**config.mk**
```make
export PLATFORM = sky130hd
export DESIGN_NAME = register_access_semantics
export DESIGN_NICKNAME = d
export VERILOG_FILES = /design/src/regbank_pkg.sv /design/src/register_access_semantics.sv
export SDC_FILE = /design/constraint.sdc
export NUM_CORES = 1
export LEC_CHECK = 0
export BUFFER_PORTS_ARGS = -buffer_cell sky130_fd_sc_hd__buf_2
export CAP_MARGIN = 20
export CORE_AREA = 3 3 327 329
export CTS_CLUSTER_SIZE = 20
export DETAILED_ROUTE_END_ITERATION = 7
export DIE_AREA = 0 0 330 332
export PLACE_DENSITY = 0.39
export RECOVER_POWER = 25
export SYNTH_ARGS = -nofsm -noshare
export SYNTH_HDL_FRONTEND = slang
export SYNTH_SLANG_ARGS = --single-unit
```
**constraint.sdc**
```tcl
create_clock -name clock -period 1.4 [get_ports clock]
set_input_delay 0.07 -clock clock [delete_from_list [all_inputs] [get_ports clock]]
set_output_delay 0.07 -clock clock [all_outputs]
set_load 0.03 [all_outputs]
```
**src/regbank_pkg.sv**
```systemverilog
// shared constants and carrier types for the generic register bank core
package regbank_pkg;

    // =========================================================
    // address map
    localparam int            ADDR_WIDTH       = 9;
    localparam int            DATA_WIDTH       = 32;
    localparam logic [8:0]    SYS_REGION_LO    = 9'h000;
    localparam logic [8:0]    SYS_REGION_HI    = 9'h0FF;
    localparam logic [8:0]    MAC_REGION_LO    = 9'h100;
    localparam logic [8:0]    MAC_REGION_HI    = 9'h1FC;

    // =========================================================
    // reset values
    localparam logic [31:0]   ZERO_WORD        = 32'h0000_0000;

    // =========================================================
    // per-bit access attribute
    typedef enum logic [3:0] {
        ATTR_RW       = 4'h0,
        ATTR_RO       = 4'h1,
        ATTR_SET_READ = 4'h2,
        ATTR_WO       = 4'h3,
        ATTR_W1C      = 4'h4,
        ATTR_WAC      = 4'h5,
        ATTR_COR      = 4'h6,
        ATTR_LATCH_LO = 4'h7,
        ATTR_LATCH_HI = 4'h8,
        ATTR_SELF_CLR = 4'h9,
        ATTR_PHY_LH   = 4'hA,
        ATTR_RSVD     = 4'hB
    } bit_attr_type;

    // region decode result
    typedef enum logic [2:0] {
        REGION_NONE = 3'b001,
        REGION_SYS  = 3'b010,
        REGION_MAC  = 3'b100
    } region_type;

    // one register access from the host-side port
    typedef struct packed {
        logic        read;
        logic        write;
        logic [8:0]  addr;
        logic [31:0] wdata;
    } access_type;

endpackage

```
**src/register_access_semantics.sv**
```systemverilog
// generic register bank core with per-bit access attributes and region decode
`timescale 1ns/1ps

module register_access_semantics
    import regbank_pkg::*;
#(
    parameter int                      NUM_REGS   = 8,
    parameter bit_attr_type            ATTR_MAP [NUM_REGS][32] = '{default: ATTR_RW},
    parameter logic [31:0]             IMMUNE_MAP [NUM_REGS]   = '{default: 32'h0000_0000},
    parameter logic [31:0]             RESET_MAP  [NUM_REGS]   = '{default: 32'h0000_0000}
) (
    // clock and resets
    input  wire logic                       clock,
    input  wire logic                       reset_n,
    input  wire logic                       soft_reset,
    // register access port
    input  wire regbank_pkg::access_type    access,
    output logic [31:0]                     rdata,
    output logic                            rvalid,
    output regbank_pkg::region_type         region,
    // hardware side: live status and set events per bit
    input  wire logic [NUM_REGS*32-1:0]     hw_status,
    input  wire logic [NUM_REGS*32-1:0]     hw_set,
    // stored contents for the block's own logic
    output logic [NUM_REGS*32-1:0]          reg_value
);
    import regbank_pkg::*;

    // =========================================================
    // region decode
    function automatic region_type decode_region(input logic [8:0] a);
        if (a <= SYS_REGION_HI) begin
            return REGION_SYS;
        end else if (a >= MAC_REGION_LO && a <= MAC_REGION_HI) begin
            return REGION_MAC;
        end
        return REGION_NONE;
    endfunction

    // register index within the bank: word address, low region first
    function automatic logic [6:0] word_index(input logic [8:0] a);
        return a[8:2];
    endfunction

    region_type          region_now;
    logic [6:0]          idx;
    logic                hit_any;
    logic [NUM_REGS-1:0] hit;
    logic [31:0]         store_reg [NUM_REGS];
    logic [31:0]         read_done_reg [NUM_REGS];

    assign region_now = decode_region(access.addr);
    assign idx        = word_index(access.addr);

    always_comb begin
        hit = '0;
        for (int r = 0; r < NUM_REGS; r++) begin
            // outside both regions nothing is selected
            // unaligned or unpopulated words select nothing either, so they read as zero
            hit[r] = (region_now != REGION_NONE) && (idx == 7'(r)) && (access.addr[1:0] == 2'b00);
        end
        hit_any = |hit;
    end

    // =========================================================
    // per-bit next value
    function automatic logic bit_next(
        input bit_attr_type at,
        input logic         cur,
        input logic         rd,
        input logic         wr,
        input logic         wd,
        input logic         live,
        input logic         set_ev,
        input logic         seen
    );
        logic n;
        n = cur;
        unique case (at)
            ATTR_RW, ATTR_WO: begin
                if (wr) n = wd;
            end
            ATTR_RO: n = live;
            ATTR_SET_READ: begin
                if (wr) n = wd;
                if (rd) n = 1'b1;
            end
            ATTR_W1C: begin
                if (wr && wd) n = 1'b0;
                if (set_ev) n = 1'b1;
            end
            ATTR_WAC: begin
                if (wr) n = 1'b0;
                if (set_ev) n = 1'b1;
            end
            ATTR_COR: begin
                // an event in the read cycle wins so it is not lost
                if (rd) n = 1'b0;
                if (set_ev) n = 1'b1;
            end
            ATTR_LATCH_HI: begin
                if (rd) n = 1'b0;
                if (live) n = 1'b1;
            end
            ATTR_LATCH_LO: begin
                if (rd) n = 1'b1;
                if (!live) n = 1'b0;
            end
            ATTR_SELF_CLR: begin
                // set holds for exactly one cycle, then clears by itself
                n = (wr && wd) ? 1'b1 : 1'b0;
            end
            ATTR_PHY_LH: begin
                // seen: a read came while the bit was high, so the bit now follows its cause
                if (live) n = 1'b1;
                else if (seen || rd) n = 1'b0;
            end
            ATTR_RSVD: n = 1'b0;
            default: n = cur;
        endcase
        return n;
    endfunction

    // =========================================================
    // storage: hardware reset clears all, soft reset spares immune bits
    generate
        for (genvar r = 0; r < NUM_REGS; r++) begin : g_reg
            logic [31:0] next_word;
            logic [31:0] seen_next;
            logic        rd;
            logic        wr;
            assign rd = access.read && hit[r];
            assign wr = access.write && hit[r];
            always_comb begin
                next_word = store_reg[r];
                seen_next = read_done_reg[r];
                for (int b = 0; b < 32; b++) begin
                    next_word[b] = bit_next(ATTR_MAP[r][b], store_reg[r][b], rd, wr, access.wdata[b],
                                            hw_status[r*32+b], hw_set[r*32+b], read_done_reg[r][b]);
                    // read seen: arms the phy bit to follow its cause
                    if (rd && store_reg[r][b]) seen_next[b] = 1'b1;
                    if (!next_word[b]) seen_next[b] = 1'b0;
                end
            end
            always_ff @(posedge clock or negedge reset_n) begin
                if (!reset_n) begin
                    store_reg[r]     <= ZERO_WORD;
                    read_done_reg[r] <= ZERO_WORD;
                end else if (soft_reset) begin
                    // a software reset beats any access in the same cycle
                    store_reg[r]     <= (store_reg[r] & IMMUNE_MAP[r]) | (RESET_MAP[r] & ~IMMUNE_MAP[r]);
                    read_done_reg[r] <= read_done_reg[r] & IMMUNE_MAP[r];
                end else begin
                    store_reg[r]     <= next_word;
                    read_done_reg[r] <= seen_next;
                end
            end
            assign reg_value[r*32 +: 32] = store_reg[r];
        end
    endgenerate

    // =========================================================
    // read view of one bit
    // write-only and reserved bits are hidden rather than leaking stored data
    function automatic logic read_bit(
        input bit_attr_type at,
        input logic         stored,
        input logic         live
    );
        logic v;
        v = stored;
        unique case (at)
            ATTR_RO:            v = live;
            ATTR_WO, ATTR_RSVD: v = 1'b0;
            default:            v = stored;
        endcase
        return v;
    endfunction

    // =========================================================
    // read data: registered, one cycle after the request
    logic [31:0] rdata_next;
    always_comb begin
        rdata_next = ZERO_WORD;
        for (int r = 0; r < NUM_REGS; r++) begin
            if (hit[r]) begin
                for (int b = 0; b < 32; b++) begin
                    rdata_next[b] = read_bit(ATTR_MAP[r][b], store_reg[r][b], hw_status[r*32+b]);
                end
            end
        end
    end

    // =========================================================
    // outputs
    // rdata carries the word as it stood before the read's own side effects
    always_ff @(posedge clock or negedge reset_n) begin
        if (!reset_n) begin
            rdata  <= ZERO_WORD;
            rvalid <= 1'b0;
            region <= REGION_NONE;
        end else begin
            rdata  <= (access.read && hit_any) ? rdata_next : ZERO_WORD;
            rvalid <= access.read;
            region <= region_now;
        end
    end

endmodule

```
==> reports/results.txt, run 1 <==
Share of cells above drive strength 1 -> 33.7%
Met2 wire length -> 37.3 mm
Clock Tree Root -> clkbuf_16
Core area -> 104000 um2
Layout Skew -> 0.0186 ns
Fin crit share -> 97.6%
Commonest cells after routing, fill and taps aside -> nand2_1, buf_2, dfrtp_1
First-pass GRT wire length -> 109 mm
Initial DRC Count -> 954
Vias per inst -> 3.94
Setup Viol. Count Final -> 0
Grt ovf -> 0
CP Launch Type -> register
Flop pwr share -> 41.7%
CTS buffer count -> 38
Slew @ Worst Pin -> 1.05 ns
P&R area growth vs syn -> 47.9%
Worst endpoint required time -> 1.33 ns
Worst-case clock buffer depth -> 3
Max_slew headroom -> 30.0%
M1 wire length -> 34.5 mm
Crit Path Class -> register to output pin
Drt pass-1 iters -> 5
H-tree levels -> 2
TritonCTS clock tree -> yes
Die Span Y -> 332 um
Syn Area/Cell -> 8.92 um2
RSZ-0062 raised after global routing -> yes
Final ANT Viol Nets -> 0
FILL cells -> 11600
Psw -> 5.18 mW
Hold/Removal Path Class -> input pin to register
Pwr Density -> 1020 nW/um2
DP HPWL -> 55.2 mm
Max Slew Vio Count -> 0
Die area -> 110000 um2
Comb pwr share -> 7.2%
GPL Wtd Cong -> 0.806
Net Sw Frac -> 25.5%
CP Capture Type -> output pin
Initial antenna violation count -> 8
Routed met3 length -> 6.22 mm
Final layout net count -> 2509
Core Rows -> 118
Max-cap violations -> 0
Setup ws final -> 0.0334 ns
Unique masters post-synth -> 31
Worst skew pair latency -> 0.56 ns
CTS clk-pin slew, worst paths -> 0.06 ns
Tot GR Track Use -> 13.9%
Post-synthesis cell count -> 1512
Initial core utilization -> 13.0%
Clk sinks -> 292
Pleak -> 9.15 nW
Top sig layer -> met5
Worst EP arrival -> 1.30 ns
Most common cell after layout, fill and taps aside -> nand2_1
Post-route DRC -> 0
Clock network power share -> 51.1%
Fmax -> 0.732 GHz
Largest net degree at the start of global routing -> 61
Synthesized area -> 13500 um2
Mapped Nets -> 2070
Synth warnings -> 0
Post-layout util -> 19.2%
Final WL -> 80.0 mm
Post-Place Worst Slack -> -0.665 ns
Num ports -> 850
Fin. Hold Viols -> 0
Min Tclk post-route -> 1.37 ns
Int Pwr -> 15.1 mW
Via count -> 13300
Min Hold Slack -> 0.0413 ns
Die Span X -> 330 um
Vias in the first global route -> 13300
Max FO, Critical Path -> 2
Post-synthesis sequential area ratio -> 54.2%
Port-buffer cells -> 337
WL per Instance -> 23.8 um
FF+latch count, synth -> 292
Maximum vdd drop -> 0.637 mV
Status -> complete, no violations
[power groups by stage]
stage               clock (mW)  sequential, mW  combinational [mW]
global placement             0            8.61                1.39
CTS                       10.7            8.46                1.51
finish                    10.4            8.46                1.46
floorplan                    0            8.64               0.552
global route              11.0            8.45                1.57
detailed placement           0            8.61                1.38
[what timing repair did]
| item | 4_1_cts | 5_1_grt |
|---|---|---|
| hold endpoints to repair | 551 | 13 |
| gates cloned | 3 | 4 |
| endpoints found under the setup margin | 123 | 90 |
| resized for setup | 25 | 21 |
| hold buffers | 42 | 3 |
| buffers inserted | 1 | 3 |
| pin swaps | 2 | 10 |
[state kept, by name, indices dropped and copies added, names as in the netlist]
signal / flops
reg_value: 256
rvalid: 1
region: 3
rdata: 32
[metrics by stage]
| stage | cells | setup TNS (ns) | area [um2] | power, mW |
|---|---|---|---|---|
| after floorplan | 1512 | -50.51 | 13500 | 9.19 |
| after global placement | 3236 | -149.91 | 18000 | 10.0 |
| after detailed placement | 3236 | -149.09 | 18000 | 9.99 |
| after CTS | 3350 | -0.00184 | 19800 | 20.7 |
| after global routing | 3360 | -0.267 | 19900 | 21.1 |
| final | 3362 | 0 | 20000 | 20.3 |
[metal layers]
metal  global-route usage [%]  vias to the layer above
met5                        0                        -
met3                     4.03                       87
met2                     22.3                      482
li1                         -                     5998
met4                     3.84                        6
met1                     18.2                     6685
[cell usage after synthesis]
master / count / area (um2)
dfrtp_1: 291 / 7280
buf_6: 16 / 180
a21oi_1: 256 / 1280
nand2b_1: 1 / 6.26
nor3_1: 34 / 170
buf_4: 1 / 7.51
nand4bb_1: 1 / 11.3
nand4_1: 6 / 37.5
o31a_1: 32 / 280
or4bb_1: 1 / 11.3
or3b_2: 1 / 8.76
or4_1: 5 / 37.5
inv_1: 2 / 7.51
buf_2: 66 / 330
o221ai_1: 32 / 280
nor2b_1: 1 / 6.26
nor4_2: 4 / 50.1
nor4bb_1: 1 / 10.0
nor3b_1: 1 / 7.51
and4_1: 3 / 26.3
buf_1: 9 / 33.8
dfstp_2: 1 / 26.3
clkbuf_1: 67 / 251
nor4b_2: 1 / 15.0
or4b_4: 1 / 13.8
nor4_1: 2 / 12.5
nand2_1: 513 / 1930
or4b_1: 1 / 10.0
mux2_2: 64 / 721
o22ai_1: 32 / 200
nor2_1: 66 / 248
[critical path: stages, from the launching register on]
cell and delay (ns):
dfrtp_1 0.40, buf_4 0.16, buf_2 0.17
[path summary, 6_finish.rpt]
check                      cells after the start  slack [ns]            from             end
min                                            4        0.04      access[34]       region[0]
min reg2reg                                    2        0.54  reg_value[181]  reg_value[181]
max reg2reg                                    5        0.05  reg_value[159]       rdata[31]
max                                            2        0.03  reg_value[101]  reg_value[101]
min in group asynchronous                      3        0.25         reset_n       rdata[25]
max in group asynchronous                      3        0.11         reset_n   reg_value[18]
[cells by family after synthesis]
logic type      Yosys count  share of synthesized area, %
flops                   292                          54.2
buf+inv                 161                          6.01
mux                      64                          5.34
compound gates          352                          15.1
simple gates            643                          19.3
[layout make-up]
class / instances / area [um2] / share of cell area (%)
flip-flops and latches: 292 / 7310 / 36.6
multi-input cells: 1059 / 5540 / 27.8
inverters: 2 / 7.51 / 0.0376
repair buffers: 558 / 4060 / 20.3
clock buffers: 58 / 1150 / 5.74
diodes: 3 / 7.51 / 0.0376
well taps: 1380 / 1730 / 8.65
clock inverters: 10 / 153 / 0.765
(Power assumes the default switching activity.)
==> run 2, diff against run 1 <==
REMOVE_ABC_BUFFERS = 1   (was not set)
==> run 2 against run 1 <==
The flow now finishes with violations (setup timing). Fmax fell by 12%. Critical path depth rose by 6. Total power down 4.0%. Clock skew grew 0.0054 ns. Wire length fell by 0.27%. Clock power fell by 8%. Register-to-register slack got worse by 0.03 ns. Critical endpoint is now reg_value[151]. Largest cell class unchanged. Largest power group unchanged.
==> reports/results.txt, run 2 (synthesis gave the netlist of run 1 again) <==
Port-buffer cells -> 337
Hold Path Depth -> 4
Largest net degree at the start of global routing -> 63
Vias per inst -> 3.93
CP Capture Type -> register
Final Non-Filler Cells -> 3371
Flop pwr share -> 43.4%
First-pass GRT wire length -> 111 mm
Setup TNS -> -12.26 ns
Core Rows -> 118
Fin crit share -> 111%
Grt ovf -> 0
Max_slew headroom -> 67.0%
Slew @ Worst Pin -> 0.495 ns
Drt pass-1 iters -> 5
Worst-case clock buffer depth -> 3
FILL cells -> 11500
WL per Instance -> 23.7 um
Share of cells above drive strength 1 -> 37.3%
Most common cell after layout, fill and taps aside -> nand2_1
Layout Skew -> 0.0240 ns
Post-Place Worst Slack -> -0.799 ns
Core area -> 104000 um2
Comb pwr share -> 7.4%
Max-cap violations -> 0
CP max stage cell -> or4_4
Fmax -> 0.642 GHz
Post-route DRC -> 0
Final layout net count -> 2521
Max Slew Vio Count -> 0
Initial DRC Count -> 957
Status -> finished with violations
Final WL -> 79.8 mm
Worst endpoint required time -> 1.82 ns
Clock network power share -> 49.2%
Register Area -> 7310 um2
Worst stage delay on the critical path -> 0.63 ns
Setup ws final -> -0.158 ns
Worst EP arrival -> 1.98 ns
P&R area growth vs syn -> 51.0%
Pleak -> 9.23 nW
Vias in the first global route -> 13400
RSZ-0062 raised after global routing -> yes
Final ANT Viol Nets -> 0
CTS clk-pin slew, worst paths -> 0.06 ns
Reg2reg path depth -> 5
Max FFs per register -> 256
Design Area, Final -> 20400 um2
GPL Wtd Cong -> 0.780
Initial core utilization -> 13.0%
H-tree levels -> 2
Min Hold Slack -> 0.108 ns
Tot GR Track Use -> 14.1%
DP HPWL -> 56.1 mm
DP Area -> 17900 um2
Max FO, Critical Path -> 8
Initial antenna violation count -> 12
Clk sinks -> 292
Crit Path Class -> input pin to register
Clock Tree Root -> clkbuf_16
Fin. Hold Viols -> 0
Post-layout util -> 19.6%
Psw -> 5.12 mW
Area of the multi-input gates -> 5880 um2
Die Span X -> 330 um
Die area -> 110000 um2
Maximum vdd drop -> 0.768 mV
Hold/Removal Path Class -> input pin to register
Min Tclk post-route -> 1.56 ns
Crit-path cells -> buf_6, or4_4, buf_8, or4b_4, buf_12, buf_16, nand2_4, a21oi_2
Setup Viol. Count Final -> 160
TritonCTS clock tree -> yes
Die Span Y -> 332 um
Net Sw Frac -> 26.2%
Pwr Density -> 958 nW/um2
Num ports -> 850
Via count -> 13200
Total Power -> 19.5 mW
Worst skew pair latency -> 0.56 ns
Int Pwr -> 14.4 mW
Inst Count DP -> 3244
Commonest cells after routing, fill and taps aside -> nand2_1, buf_2, dfrtp_1
CP Launch Type -> input pin
CTS buffer count -> 38
Failing checks -> setup timing
run 2: repair_timing:
item                                   in CTS  in global routing
buffers inserted                            9                  4
hold buffers                               39                  1
pin swaps                                  61                 12
setup endpoints to repair                 173                197
resized for setup                         138                 27
gates cloned                                5                  4
endpoints found under the hold margin     551                 14
run 2: path summary, 6_finish.rpt:
check	start	endpoint	slack [ns]
min reg2reg	reg_value[177]	reg_value[177]	0.54
max in group asynchronous	reset_n	reg_value[143]	0.05
max	access[38]	reg_value[151]	-0.16
min in group asynchronous	reset_n	rdata[31]	0.48
min	access[35]	region[0]	0.11
max reg2reg	reg_value[128]	rdata[0]	0.02
run 2: cell type report:
type / count / area share, %
flip-flops and latches: 292 / 35.9
multi-input cells: 1059 / 28.9
repair buffers: 570 / 20.8
well taps: 1380 / 8.48
clock buffers: 60 / 5.42
clock inverters: 7 / 0.442
inverters: 2 / 0.0369
diodes: 1 / 0.0123
run 2: power groups by stage:
stage | clock network, mW | logic [mW] | registers, mW
after floorplan | 0 | 0.250 | 8.64
after global placement | 0 | 1.36 | 8.61
after detailed placement | 0 | 1.36 | 8.61
after CTS | 9.80 | 1.50 | 8.46
after global routing | 10.2 | 1.58 | 8.46
final | 9.59 | 1.45 | 8.46
run 2: layer usage:
layer	wire (um)	global-route usage, %	share of wire (%)	up-vias
met2	36500	22.3	46	471
met3	7070	5.26	8.9	109
met4	2730	4.25	3.4	6
met1	33400	17.7	42	6631
met5	36	0	0.045	-
li1	-	-	-	6016
run 2: worst max-delay path: cells and delay by family:
family,cells,cell delay (ns)
compound gates,1,0.04
buf+inv,4,0.59
simple gates,3,1.25
==> run 3, diff against run 2 <==
clock period = 1.9 ns   (was 1.4 ns; I/O delays follow)
==> run 3 against run 2 <==
The run now ends clean. Setup slack gained 0.36 ns. Clock skew is 0.026 ns higher. Die area did not move. Critical endpoint is now reg_value[198]. Largest power group unchanged. Highest routed layer unchanged.
==> reports/results.txt, run 3 (synthesis gave the netlist of run 1 again) <==
Worst skew pair latency -> 0.58 ns
CP Launch Type -> input pin
Final layout net count -> 2434
Max FO, Critical Path -> 21
Port-buffer cells -> 337
Share of cells above drive strength 1 -> 30.4%
Worst EP arrival -> 2.20 ns
Min Tclk post-route -> 1.70 ns
Die Span X -> 330 um
Core Rows -> 118
Die Span Y -> 332 um
Fin. Hold Viols -> 0
Crit Path Class -> input pin to register
P&R area growth vs syn -> 41.2%
Worst-case clock buffer depth -> 3
Setup Fix Bufs, Post-CTS -> 0
Die area -> 110000 um2
Core area -> 104000 um2
Fin crit share -> 89.2%
Largest net degree at the start of global routing -> 70
Reg2reg end -> rdata[3]
Clk sinks -> 292
Final WL -> 75.0 mm
Num ports -> 850
Status -> complete, no violations
Max_slew headroom -> 37.1%
DP Area -> 17400 um2
Reg2reg path depth -> 5
Design Area, Final -> 19000 um2
Via count -> 12900
Max FFs per register -> 256
Slew @ Worst Pin -> 0.944 ns
Vias in the first global route -> 12900
Setup TNS -> 0 ns
Setup ws final -> 0.205 ns
CTS Hold Bufs -> 37
Clock Tree Root -> clkbuf_16
H-tree levels -> 2
RSZ-0062 raised after global routing -> no
Post-Place Worst Slack -> -0.280 ns
Setup Viol. Count Final -> 0
TritonCTS clock tree -> yes
Pleak -> 8.67 nW
WL per Instance -> 22.8 um
Max-cap violations -> 0
Initial core utilization -> 13.0%
Final ANT Viol Nets -> 0
Initial antenna violation count -> 11
Initial DRC Count -> 970
GPL Wtd Cong -> 0.777
Fmax -> 0.590 GHz
Post-cts resize count -> 0
Most common cell after layout, fill and taps aside -> nand2_1
Hold/Removal Path Class -> input pin to asynchronous set/reset pin
Grt ovf -> 0
CP Capture Type -> register
Reg2reg setup slack -> 0.43 ns
First-pass GRT wire length -> 106 mm
Tot GR Track Use -> 13.3%
Commonest cells after routing, fill and taps aside -> nand2_1, buf_2, dfrtp_1
R2r startpoint -> reg_value[3]
Max Slew Vio Count -> 0
Layout Skew -> 0.0501 ns
CTS clk-pin slew, worst paths -> 0.06 ns
Drt pass-1 iters -> 5
Worst endpoint required time -> 2.40 ns
Maximum vdd drop -> 0.708 mV
Pwr Density -> 791 nW/um2
Vias per inst -> 3.91
Post-route DRC -> 0
DP HPWL -> 54.2 mm
CTS buffer count -> 39
[run 3: how the worst max path moves through the flow]
stage | start | end | slack (ns) | cells past startpoint
6_report | access[40] | reg_value[198] | 0.20 | 9
5_1_grt | access[40] | reg_value[198] | 0.02 | 9
4_1_cts | access[40] | reg_value[215] | 0.20 | 9
3_5_place_dp | access[40] | reg_value[149] | -0.28 | 8
3_3_place_gp | access[40] | reg_value[155] | -0.28 | 8
2_1_floorplan | access[34] | reg_value[64] | -1.09 | 4
[run 3: area by class of cell]
class	instances	area, um2
clock inverter	11	214
fill	11600	84700
inverter	2	7.51
sequential	292	7310
timing repair buffer	482	3220
clock buffer	57	1120
tap	1380	1730
multi-input combinational	1059	5450
antenna	1	2.50
[run 3: report_power, final]
part / switching, mW / internal (mW)
Clock: 3.16 / 4.69
Sequential: 0.00540 / 6.23
Combinational: 0.677 / 0.308
Total: 3.84 / 11.2
[run 3: worst max-delay path, cell delays in order]
cell	delay, ns
buf_2	0.10
dlygate4sd3_1	0.55
buf_4	0.15
nor4_1	0.29
buf_4	0.22
and4_2	0.31
buf_12	0.22
nand2_1	0.08
a21oi_1	0.13
[run 3: through the flow]
step                cells  hold slack, ns  power (mW)  utilization [%]
floorplan            1353          -0.201        6.55                -
global placement     3178          0.0786        7.32             16.8
detailed placement   3178          0.0783        7.32             16.8
CTS                  3283         0.00734        15.3             18.4
global route         3283          0.0410        15.6             18.3
finish               3284          0.0221        15.1             18.3
[run 3: per-layer routing]
layer | track usage (%) | share of wire, % | up-vias | routed length, um
met4 | 3.59 | 3.0 | 4 | 2230
met2 | 21.5 | 46 | 444 | 34800
met1 | 16.9 | 43 | 6476 | 31900
met5 | 0.133 | 0.036 | - | 27
met3 | 4.57 | 8.1 | 103 | 6080
li1 | - | - | 5828 | -
